==> config.mk <==
export PLATFORM = sky130hd
export DESIGN_NAME = adcsp_dev_flat
export DESIGN_NICKNAME = d
export VERILOG_FILES = /design/src/adcsp_pkg.sv /design/src/adcsp_if.sv /design/src/adcsp_dev.sv /design/src/adcsp_sync.sv /design/src/flat_wrapper.sv
export SDC_FILE = /design/constraint.sdc
export NUM_CORES = 1
export LEC_CHECK = 0
export ABC_AREA = 1
export BUFFER_PORTS_ARGS = -buffer_cell sky130_fd_sc_hd__buf_2
export CAP_MARGIN = 20
export CORE_MARGIN = 4
export CORE_UTILIZATION = 57
export DETAILED_ROUTE_END_ITERATION = 12
export PLACE_DENSITY_LB_ADDON = 0.08
export SLEW_MARGIN = 20
export SYNTH_ARGS = -nofsm -noshare
export SYNTH_HDL_FRONTEND = slang
export SYNTH_HIERARCHICAL = 1
export SYNTH_SLANG_ARGS = --single-unit
==> constraint.sdc <==
create_clock -name clk -period 3.8 [get_ports clk]
set_input_delay 0.76 -clock clk [delete_from_list [all_inputs] [get_ports clk]]
set_output_delay 0.76 -clock clk [all_outputs]
set_load 0.05 [all_outputs]
==> src/adcsp_pkg.sv <==
`default_nettype none
package adcsp_pkg;
  // frame layout
  localparam logic [4:0]  WORD_BITS   = 5'h10;
  localparam logic [4:0]  CMD_BITS    = 5'h04;
  localparam logic [3:0]  RES_PAD     = 4'h0;
  localparam logic [11:0] CFG_RESET   = 12'h000;
  localparam logic [15:0] INIT_WORD   = 16'ha000;
  localparam logic [10:0] SEL_ONE     = 11'h001;
  // command codes
  localparam logic [3:0]  CMD_CH_LAST = 4'h7;
  localparam logic [3:0]  CMD_PWRDN   = 4'h8;
  localparam logic [3:0]  CMD_CFG_RD  = 4'h9;
  localparam logic [3:0]  CMD_CFG_WR  = 4'ha;
  localparam logic [3:0]  CMD_TST_MID = 4'hb;
  localparam logic [3:0]  CMD_TST_POS = 4'hd;
  localparam logic [3:0]  CMD_FIFO_RD = 4'he;
  // test inputs follow the eight external ones in the selector
  localparam logic [3:0]  TST_OFFSET  = 4'h3;
  // timing
  localparam int          CLK_MHZ     = 200;
  localparam int          BBM_NS      = 20;
  localparam int          BBM_CYC     = (BBM_NS * CLK_MHZ + 999) / 1000;
  localparam logic [3:0]  BBM_COUNT   = 4'(BBM_CYC);
  localparam int          SCLK_HALF_NS  = 40;
  localparam int          SCLK_HALF_CYC = (SCLK_HALF_NS * CLK_MHZ) / 1000;
  localparam logic [3:0]  SCLK_HALF_LAST = 4'(SCLK_HALF_CYC - 1);

  typedef enum logic [1:0] {
    D_IDLE = 2'b00,
    D_ARM  = 2'b01,
    D_XFER = 2'b10,
    D_DONE = 2'b11
  } adcsp_dev_state_t;

  typedef enum logic [2:0] {
    H_IDLE = 3'b000,
    H_LEAD = 3'b001,
    H_SYNC = 3'b010,
    H_CLK  = 3'b011,
    H_TAIL = 3'b100
  } adcsp_host_state_t;

  typedef enum logic {
    M_HOLD  = 1'b0,
    M_BREAK = 1'b1
  } adcsp_mux_state_t;
endpackage
`default_nettype wire

==> src/adcsp_if.sv <==
`timescale 1ns/1ps
`default_nettype none
interface adcsp_if;
  logic cs_n;
  logic sclk;
  logic frame_sync_strobe;
  logic sdi;
  logic sdo_o;
  logic sdo_oe;
  wire  sdo_line;

  // no pull on the line: released it shows the inverse, so a stray sample is caught
  assign sdo_line = sdo_oe ? sdo_o : !sdo_o;

  modport dev (
    input  cs_n,
    input  sclk,
    input  frame_sync_strobe,
    input  sdi,
    output sdo_o,
    output sdo_oe
  );

  modport host (
    output cs_n,
    output sclk,
    output frame_sync_strobe,
    output sdi,
    input  sdo_line
  );
endinterface
`default_nettype wire

==> src/adcsp_dev.sv <==
`timescale 1ns/1ps
`default_nettype none
////////////////////////////////////////////////////////////////////////////////
module adcsp_dev
  import adcsp_pkg::*;
(
  input  wire logic        clk,
  input  wire logic        sys_rst,
  adcsp_if.dev             link,
  input  wire logic [11:0] result_data,
  output logic      [11:0] cfg_word,
  output logic      [3:0]  cmd_code,
  output logic             cmd_strobe,
  output logic             fifo_read,
  output logic             power_down,
  output logic      [10:0] input_select,
  output logic             first_result_invalid,
  output logic             word_strobe,
  output logic      [15:0] rx_word,
  output logic             iface_dsp
);
  ////////////////////////////////////////////////////////////////////////////////
  // pin synchronisers: [0] select, [1] clock, [2] sync, [3] data in
  logic [3:0] pin_q;
  logic [3:0] pin_rise;
  logic [3:0] pin_fall;

  adcsp_sync #(
    .WIDTH   (4),
    .RST_VAL (4'h5)
  ) u_sync (
    .clk      (clk),
    .sys_rst  (sys_rst),
    .async_in ({link.sdi, link.frame_sync_strobe, link.sclk, link.cs_n}),
    .level    (pin_q),
    .rise     (pin_rise),
    .fall     (pin_fall)
  );

  function automatic logic is_select(input logic [3:0] cmd);
    is_select = (cmd <= CMD_CH_LAST) || (cmd >= CMD_TST_MID && cmd <= CMD_TST_POS);
  endfunction

  function automatic logic [3:0] sel_index(input logic [3:0] cmd);
    sel_index = (cmd <= CMD_CH_LAST) ? cmd : cmd - TST_OFFSET;
  endfunction

  ////////////////////////////////////////////////////////////////////////////////
  // frame control
  adcsp_dev_state_t st_reg;
  logic             dsp_reg;
  logic [4:0]       bit_cnt_reg;
  logic [15:0]      in_sr_reg;
  logic [15:0]      out_sr_reg;
  logic             oe_reg;
  logic             start;
  logic             cap;
  logic             chg;
  logic             last_cap;
  logic             cmd_cap;
  logic [3:0]       cmd_next;
  logic [15:0]      word_next;

  assign start = (st_reg == D_IDLE && !pin_q[0] && pin_q[2]) ||
                 ((st_reg == D_ARM || (st_reg == D_DONE && dsp_reg)) &&
                  !pin_q[0] && pin_fall[2]);
  assign cap = (st_reg == D_XFER) && (dsp_reg ? pin_fall[1] : pin_rise[1]);
  // no shift before the first capture: a leading rise in sync mode would skip the msb
  assign chg = (st_reg == D_XFER) && (bit_cnt_reg != 5'h00) &&
               (dsp_reg ? pin_rise[1] : pin_fall[1]);
  assign last_cap  = cap && (bit_cnt_reg == WORD_BITS - 5'h01);
  assign cmd_cap   = cap && (bit_cnt_reg == CMD_BITS - 5'h01);
  assign cmd_next  = {in_sr_reg[2:0], pin_q[3]};
  assign word_next = {in_sr_reg[14:0], pin_q[3]};

  always_ff @(posedge clk or posedge sys_rst) begin
    if (sys_rst) begin
      st_reg <= D_IDLE;
    end else if (pin_q[0]) begin
      st_reg <= D_IDLE;
    end else begin
      unique case (st_reg)
        D_IDLE: st_reg <= pin_q[2] ? D_XFER : D_ARM;
        D_ARM:  if (start) st_reg <= D_XFER;
        D_XFER: if (last_cap) st_reg <= D_DONE;
        D_DONE: if (start) st_reg <= D_XFER;
      endcase
    end
  end

  // sync level at the select fall fixes the edge scheme
  always_ff @(posedge clk or posedge sys_rst) begin
    if (sys_rst) begin
      dsp_reg <= 1'b0;
    end else if (st_reg == D_IDLE && !pin_q[0]) begin
      dsp_reg <= !pin_q[2];
    end
  end

  always_ff @(posedge clk or posedge sys_rst) begin
    if (sys_rst) begin
      bit_cnt_reg <= 5'h00;
    end else if (start) begin
      bit_cnt_reg <= 5'h00;
    end else if (cap) begin
      bit_cnt_reg <= bit_cnt_reg + 5'h01;
    end
  end

  always_ff @(posedge clk or posedge sys_rst) begin
    if (sys_rst) begin
      in_sr_reg <= 16'h0000;
    end else if (cap) begin
      in_sr_reg <= word_next;
    end
  end

  ////////////////////////////////////////////////////////////////////////////////
  // output shifter
  always_ff @(posedge clk or posedge sys_rst) begin
    if (sys_rst) begin
      out_sr_reg <= 16'h0000;
    end else if (start) begin
      out_sr_reg <= {result_data, RES_PAD};
    end else if (cmd_cap && cmd_next == CMD_CFG_RD) begin
      // keep the bit on the pin, queue config behind it
      out_sr_reg <= {out_sr_reg[15], cfg_word, 3'h0};
    end else if (chg) begin
      out_sr_reg <= {out_sr_reg[14:0], 1'b0};
    end
  end

  always_ff @(posedge clk or posedge sys_rst) begin
    if (sys_rst) begin
      oe_reg <= 1'b0;
    end else if (pin_q[0]) begin
      oe_reg <= 1'b0;
    end else if (start) begin
      oe_reg <= 1'b1;
    end else if (last_cap) begin
      oe_reg <= 1'b0;
    end
  end

  assign link.sdo_o  = out_sr_reg[15];
  assign link.sdo_oe = oe_reg;

  ////////////////////////////////////////////////////////////////////////////////
  // command decode
  always_ff @(posedge clk or posedge sys_rst) begin
    if (sys_rst) begin
      cmd_code   <= 4'h0;
      cmd_strobe <= 1'b0;
      fifo_read  <= 1'b0;
    end else begin
      cmd_strobe <= cmd_cap;
      fifo_read  <= cmd_cap && cmd_next == CMD_FIFO_RD;
      if (cmd_cap) begin
        cmd_code <= cmd_next;
      end
    end
  end

  // trailing data goes to rx_word and is used only by a config write and the type-word match
  always_ff @(posedge clk or posedge sys_rst) begin
    if (sys_rst) begin
      cfg_word    <= CFG_RESET;
      word_strobe <= 1'b0;
      rx_word     <= 16'h0000;
      iface_dsp   <= 1'b0;
    end else begin
      word_strobe <= last_cap;
      if (last_cap) begin
        rx_word <= word_next;
        if (cmd_code == CMD_CFG_WR) begin
          cfg_word <= word_next[11:0];
        end
        if (word_next == INIT_WORD) begin
          iface_dsp <= dsp_reg;
        end
      end
    end
  end

  // a fresh frame wakes the converter; its first result is then stale
  always_ff @(posedge clk or posedge sys_rst) begin
    if (sys_rst) begin
      power_down <= 1'b0;
    end else if (cmd_cap && cmd_next == CMD_PWRDN) begin
      power_down <= 1'b1;
    end else if (start) begin
      power_down <= 1'b0;
    end
  end

  logic first_conv_reg;

  always_ff @(posedge clk or posedge sys_rst) begin
    if (sys_rst) begin
      first_conv_reg       <= 1'b1;
      first_result_invalid <= 1'b0;
    end else if (start && power_down) begin
      first_conv_reg <= 1'b1;
    end else if (cmd_cap && is_select(cmd_next)) begin
      first_result_invalid <= first_conv_reg;
      first_conv_reg       <= 1'b0;
    end
  end

  ////////////////////////////////////////////////////////////////////////////////
  // input selector
  adcsp_mux_state_t mux_st_reg;
  logic [3:0]       target_reg;
  logic [3:0]       bbm_cnt_reg;

  always_ff @(posedge clk or posedge sys_rst) begin
    if (sys_rst) begin
      mux_st_reg   <= M_HOLD;
      target_reg   <= 4'h0;
      bbm_cnt_reg  <= 4'h0;
      input_select <= 11'h000;
    end else if (cmd_cap && is_select(cmd_next)) begin
      mux_st_reg   <= M_BREAK;
      target_reg   <= sel_index(cmd_next);
      bbm_cnt_reg  <= BBM_COUNT;
      input_select <= 11'h000;
    end else begin
      unique case (mux_st_reg)
        M_HOLD: ;
        M_BREAK: begin
          bbm_cnt_reg <= bbm_cnt_reg - 4'h1;
          if (bbm_cnt_reg == 4'h1) begin
            mux_st_reg   <= M_HOLD;
            input_select <= SEL_ONE << target_reg;
          end
        end
      endcase
    end
  end
endmodule
`default_nettype wire

==> src/adcsp_sync.sv <==
`timescale 1ns/1ps
`default_nettype none
module adcsp_sync #(
  parameter int               WIDTH   = 1,
  parameter logic [WIDTH-1:0] RST_VAL = '0
) (
  input  wire logic             clk,
  input  wire logic             sys_rst,
  input  wire logic [WIDTH-1:0] async_in,
  output logic      [WIDTH-1:0] level,
  output logic      [WIDTH-1:0] rise,
  output logic      [WIDTH-1:0] fall
);
  logic [WIDTH-1:0] meta_reg;
  logic [WIDTH-1:0] sync_reg;
  logic [WIDTH-1:0] prev_reg;

  // first stage feeds only the second stage
  always_ff @(posedge clk or posedge sys_rst) begin
    if (sys_rst) begin
      meta_reg <= RST_VAL;
      sync_reg <= RST_VAL;
      prev_reg <= RST_VAL;
    end else begin
      meta_reg <= async_in;
      sync_reg <= meta_reg;
      prev_reg <= sync_reg;
    end
  end

  assign level = sync_reg;
  assign rise  = sync_reg & ~prev_reg;
  assign fall  = ~sync_reg & prev_reg;
endmodule
`default_nettype wire

==> src/flat_wrapper.sv <==
// flat-port wrapper written by rule: the top's interface ports become plain ports
module adcsp_dev_flat import adcsp_pkg::*;
  (clk, sys_rst, result_data, cfg_word, cmd_code, cmd_strobe, fifo_read, power_down, input_select, first_result_invalid, word_strobe, rx_word, iface_dsp, link_cs_n, link_sclk, link_frame_sync_strobe, link_sdi, link_sdo_o, link_sdo_oe);
  adcsp_if link_i ();
  input  wire logic clk;
  input  wire logic sys_rst;
  input  wire logic [11:0] result_data;
  output logic      [11:0] cfg_word;
  output logic      [3:0] cmd_code;
  output logic cmd_strobe;
  output logic fifo_read;
  output logic power_down;
  output logic      [10:0] input_select;
  output logic first_result_invalid;
  output logic word_strobe;
  output logic      [15:0] rx_word;
  output logic iface_dsp;
  input wire logic [$bits(link_i.cs_n)-1:0] link_cs_n;
  input wire logic [$bits(link_i.sclk)-1:0] link_sclk;
  input wire logic [$bits(link_i.frame_sync_strobe)-1:0] link_frame_sync_strobe;
  input wire logic [$bits(link_i.sdi)-1:0] link_sdi;
  output wire logic [$bits(link_i.sdo_o)-1:0] link_sdo_o;
  output wire logic [$bits(link_i.sdo_oe)-1:0] link_sdo_oe;
  assign link_i.cs_n = link_cs_n;
  assign link_i.sclk = link_sclk;
  assign link_i.frame_sync_strobe = link_frame_sync_strobe;
  assign link_i.sdi = link_sdi;
  assign link_sdo_o = link_i.sdo_o;
  assign link_sdo_oe = link_i.sdo_oe;
  adcsp_dev u_core (.clk(clk), .sys_rst(sys_rst), .link(link_i), .result_data(result_data), .cfg_word(cfg_word), .cmd_code(cmd_code), .cmd_strobe(cmd_strobe), .fifo_read(fifo_read), .power_down(power_down), .input_select(input_select), .first_result_invalid(first_result_invalid), .word_strobe(word_strobe), .rx_word(rx_word), .iface_dsp(iface_dsp));
endmodule
* After elaboration in Yosys (flattened, before gate mapping)
Cells that the tools add are included.
Storage, ports and cells: register bits 110, input bits 18, output and inout port bits 51, logic and storage cells 116
Operators by class: add/sub/neg operators 3, magnitude comparators 3, equality and inequality tests 14, shifts and indexed selects 1, mux-type cells 28, bitwise gates (word level) 5, reductions and logical operators 38
Operator list (count):
- 16-bit 2-to-1 mux | 3
- 11-bit 2-to-1 mux | 3
- 16-bit equality test, second input constant | 1
- 4-bit equality test, second input constant | 4
- 1-bit logical AND | 16
- 1-bit 2-to-1 mux | 12
- 4-bit 2-to-1 mux | 3
- 2-bit AND reduction | 6
- 2-bit nonzero test | 6
- 1-bit by 4-bit << shifter with 11-bit output, first input constant | 1
- 5-bit 2-to-1 mux | 2
- 2-bit 2-to-1 mux | 4
- 2-bit one-hot mux with 3 select lines | 1
- 3-bit nonzero test | 2
- 5-bit by 1-bit adder with 5-bit output, second input constant | 1
- 5-bit by 2-bit equality test with 1-bit output, second input constant | 1
- 5-bit by 4-bit equality test with 1-bit output, second input constant | 1
- 5-bit nonzero test | 1
- 2-bit equality test, second input constant | 2
- 4-bit by 1-bit equality test with 1-bit output, second input constant | 1
- 4-bit >= comparator, second input constant | 1
- 4-bit by 3-bit <= comparator with 1-bit output, second input constant | 1
- 4-bit <= comparator, second input constant | 1
- 4-bit by 1-bit subtractor with 4-bit output, second input constant | 1
- other kinds (14) | 17

* Depth between registers and ports, before layout
word-level depth 9, mapped depth 12, mapped depth without buffers 11

* By module
Netlist, hierarchy kept.
By module, submodules not included:
- adcsp_dev | times used 1, cells an instance 541, area each 4494.3 sq um, sequential area each 2403.6 sq um
- adcsp_sync | times used 1, cells an instance 29, area each 371.6 sq um, sequential area each 307.8 sq um

* Worst setup path before layout
OpenSTA, ideal clock, no wires.
kind reg-to-reg, from reg u_core.bit_cnt_reg[0], to reg u_core.cfg_word[1], data arrival time 1.490 ns, setup slack 2.184 ns, cell stages (with the launch flop) 11, path buffers 1, period minus slack after synthesis 1.616 ns, path through dfrtp_1 > ha_1 > inv_1 > nor3_1 > ha_1 > inv_1 > nor2_4 > inv_2 > nor2_4 > buf_2 > o21ai_0
On the way: cells in the longest elaborated chain, start to end 3
Ends and longest elaborated chain:
- start, declared | RTL line adcsp_dev.sv:52 | logic [4:0] bit_cnt_reg;
- start signal, assigned | RTL line adcsp_dev.sv:106 | bit_cnt_reg <= bit_cnt_reg + 5'h01;
- 5-bit by 4-bit equality test with 1-bit output | RTL line adcsp_dev.sv:71 | assign last_cap = cap && (bit_cnt_reg == WORD_BITS - 5'h01);
- 1-bit logical AND | RTL line adcsp_dev.sv:71
- via u_core.last_cap | RTL line adcsp_dev.sv:59 | logic last_cap;
- 2-bit AND reduction (no line)
- end signal, assigned | RTL line adcsp_dev.sv:176 | cfg_word <= word_next[11:0];
- end, declared | RTL line adcsp_dev.sv:11 | output logic [11:0] cfg_word,
The timed path passes the listed nets, and every way through them passes these cells. A chain may end at the register's enable or synchronous reset.

* Final worst setup path
from reg u_core.in_sr_reg[0], to reg u_core.out_sr_reg[13]
On the way: cells in the longest elaborated chain, start to end 4, elaborated cells between the ends (all ways) 5
Ends and longest elaborated chain:
- start, declared | RTL line adcsp_dev.sv:53 | logic [15:0] in_sr_reg;
- start signal, assigned | RTL line adcsp_dev.sv:114 | in_sr_reg <= word_next;
- 4-bit equality test * | RTL line adcsp_dev.sv:125 | end else if (cmd_cap && cmd_next == CMD_CFG_RD) begin
- 1-bit logical AND * | RTL line adcsp_dev.sv:125
- 16-bit 2-to-1 mux | RTL line adcsp_dev.sv:125
- 16-bit 2-to-1 mux | RTL line adcsp_dev.sv:123 | end else if (start) begin
- end signal, assigned | RTL line adcsp_dev.sv:124 | out_sr_reg <= {result_data, RES_PAD};
- end signal, assigned | RTL line adcsp_dev.sv:127 | out_sr_reg <= {out_sr_reg[15], cfg_word, 3'h0};
- end signal, assigned | RTL line adcsp_dev.sv:129 | out_sr_reg <= {out_sr_reg[14:0], 1'b0};
- end, declared | RTL line adcsp_dev.sv:54 | logic [15:0] out_sr_reg;
Mark *: on every way between the ends. The rest lies on a longest branch, timed or not. The select of a mux whose other input is x is not followed.

==> flow_summary.yaml <==
run_status:
  status: "finished clean"
worst_setup_path:
  endpoint_kind: "register"
  cp.required_ns: 4.09
  reg2regPathDepth: 8
  arrival_ns: 2.66
  start_kind: "register"
  worstReg2RegEnd: "u_core/out_sr_reg[13]"
  rrSetupSlack_ns: 1.43
  path_class: "reg -> reg"
  r2r_start: "u_core/in_sr_reg[0]"
  cp_max_fo: 14
logic_synthesis:
  synth_cells: 558
  ys_warn_count: 6
  syn_avg_cell_area_sq_um: 8.56
  syn_area_sq_um: 4780
  synth_nets: 586
final_layout:
  nets: 649
  syn_to_final_growth_pct: 13.3
  antenna_cells: 0
  layout-drive-gt1-share: 0.182
  layout.cells.non_filler: 731
  largest_reg_flops: 16
  nFillCells: 690
  design_area_sq_um: 5410
grt:
  antenna_found_initial: 0
  grt_pass1_vias: 3748
  grt-ovfl-total: 0
  grt_pass1_wl_mm: 17.6
  grt_usage: 0.220
  grt_max_degree: 42
placed_design:
  hpwl_mm: 7.30
  gp_congestion: 0.803
  dp_cells: 715
  place_area_sq_um: 5160
  portBuffers: 68
route:
  drc_errors: 0
  wl_mm: 10.3
  firstDrtPassIters: 5
  final_antenna_net_count: 0
  vias: 3816
  drt_iter0_drc: 139
  wl_per_cell_um: 14.1
  via_per_inst: 5.22
floorplanning:
  dieArea_sq_um: 9910
  rows: 33
  core_area_sq_um: 8180
  io_pins: 69
  die_y_um: 99.5
  die_w_um: 99.5
  start_util: 0.584
sta:
  hold_violations: 0
  final.period_utilization: 0.625
  grt_setup_unrepaired: "no"
  skew_ns: 0.00959
  setup_viol: 0
  post-route-min-period_ns: 2.37
  max_freq_mhz: 421
  tightest_slew_ns: 0.721
  setup_tns_ns: 0
  maxSlewViolCount: 0
  maxSlewHeadroom: 0.517
clock_tree:
  insertion_delay_ns: 0.36
  cts_tree: "built"
  clock_sinks: 106
  cts_max_path_buffers: 2
  cts-htree-levels: 3
  cts_root_buf: "clkbuf_8"
  cts.repair.resized: 0
  cts_buffers: 9
  clk_pin_slew_ns: 0.10
  cts_hold_buf: 0
  post_cts_buffers: 0
worst_hold_path:
  holdPathStages: 0
  hold_path.class: "reg -> reg"
  hold_path_end: "u_core/u_sync/level[1]"
  hp-start: "u_core/u_sync/meta_reg[1]"
power_and_ir_drop:
  irDropWorstVdd_v: 0.000218
  p_leak_nw: 2.87
  p_per_area_nw_per_um2: 501
  power_w: 0.00271
flow_run:
  drv_cap: 0
## stage by stage
step                      hold slack [ns]  utilization  setup slack (ns)
after floorplan                     0.331            -             0.536
after global placement              0.333        0.632              1.53
after detailed placement            0.340        0.632              1.46
after CTS                           0.361        0.662              1.44
after global routing                0.368        0.662              1.14
final                               0.358        0.662              1.43
## worst max-delay path by stage
stage / slack [ns] / startpoint / cells past startpoint / endpoint
floorplan: 0.54 / sys_rst / 1 / u_core/bbm_cnt_reg[0]
global placement: 1.53 / u_core/in_sr_reg[0] / 8 / u_core/out_sr_reg[7]
detailed placement: 1.46 / u_core/in_sr_reg[0] / 8 / u_core/out_sr_reg[11]
CTS: 1.44 / u_core/in_sr_reg[0] / 8 / u_core/out_sr_reg[13]
global route: 1.14 / u_core/in_sr_reg[0] / 8 / u_core/out_sr_reg[13]
finish: 1.43 / u_core/in_sr_reg[0] / 8 / u_core/out_sr_reg[13]
## cell usage in the layout (no fill, tap or decap), types with 2 or more instances in the layout
master,instances
nor2_1,58
nand2_1,109
nor3_1,5
buf_2,68
nand3_1,46
inv_1,85
nand3_2,2
dfrtp_1,100
nand4_1,4
inv_2,6
nor2_4,3
clkbuf_8,10
bufinv_16,3
o21ai_0,61
o22ai_1,2
nor2_2,2
nand2_2,3
nand2_4,2
dfstp_2,6
ha_1,10
inv_6,2
o21ai_1,6
a21oi_1,17
nor4_1,4
buf_4,3
## metal layers
| layer | share of wire | vias up | global-route usage |
|---|---|---|---|
| met2 | 0.49 | 110 | 0.367 |
| met1 | 0.45 | 1820 | 0.292 |
| met4 | 0.013 | 0 | 0.0672 |
| li1 | - | 1873 | - |
| met3 | 0.050 | 13 | 0.0421 |
| met5 | 0 | - | 0 |
## power by group
group	internal [W]	total, W	switching [W]
combinational	0.000167	0.000503	0.000335
sequential	0.00126	0.00137	0.000115
clock	0.000461	0.000835	0.000374
total	0.00189	0.00271	0.000824
## final cells by class
type | count | area, sq um | area share
Clock buffer | 11 | 141 | 0.0261
Clock inverter | 5 | 108 | 0.0199
Inverter | 92 | 347 | 0.0640
Multi-Input combinational cell | 341 | 1660 | 0.307
Sequential cell | 106 | 2660 | 0.491
Tap cell | 105 | 131 | 0.0243
Timing Repair Buffer | 71 | 363 | 0.0670
## worst max-delay path, stage by stage, from the launching register on
cell	delay [ns]
dfrtp_1	0.45
inv_1	0.22
ha_1	0.21
nand3_1	0.12
inv_1	0.30
nand3_2	0.33
nand2_1	0.45
nor2_1	0.10
a21oi_1	0.12
No activity file was read; power rests on OpenSTA's default activity.
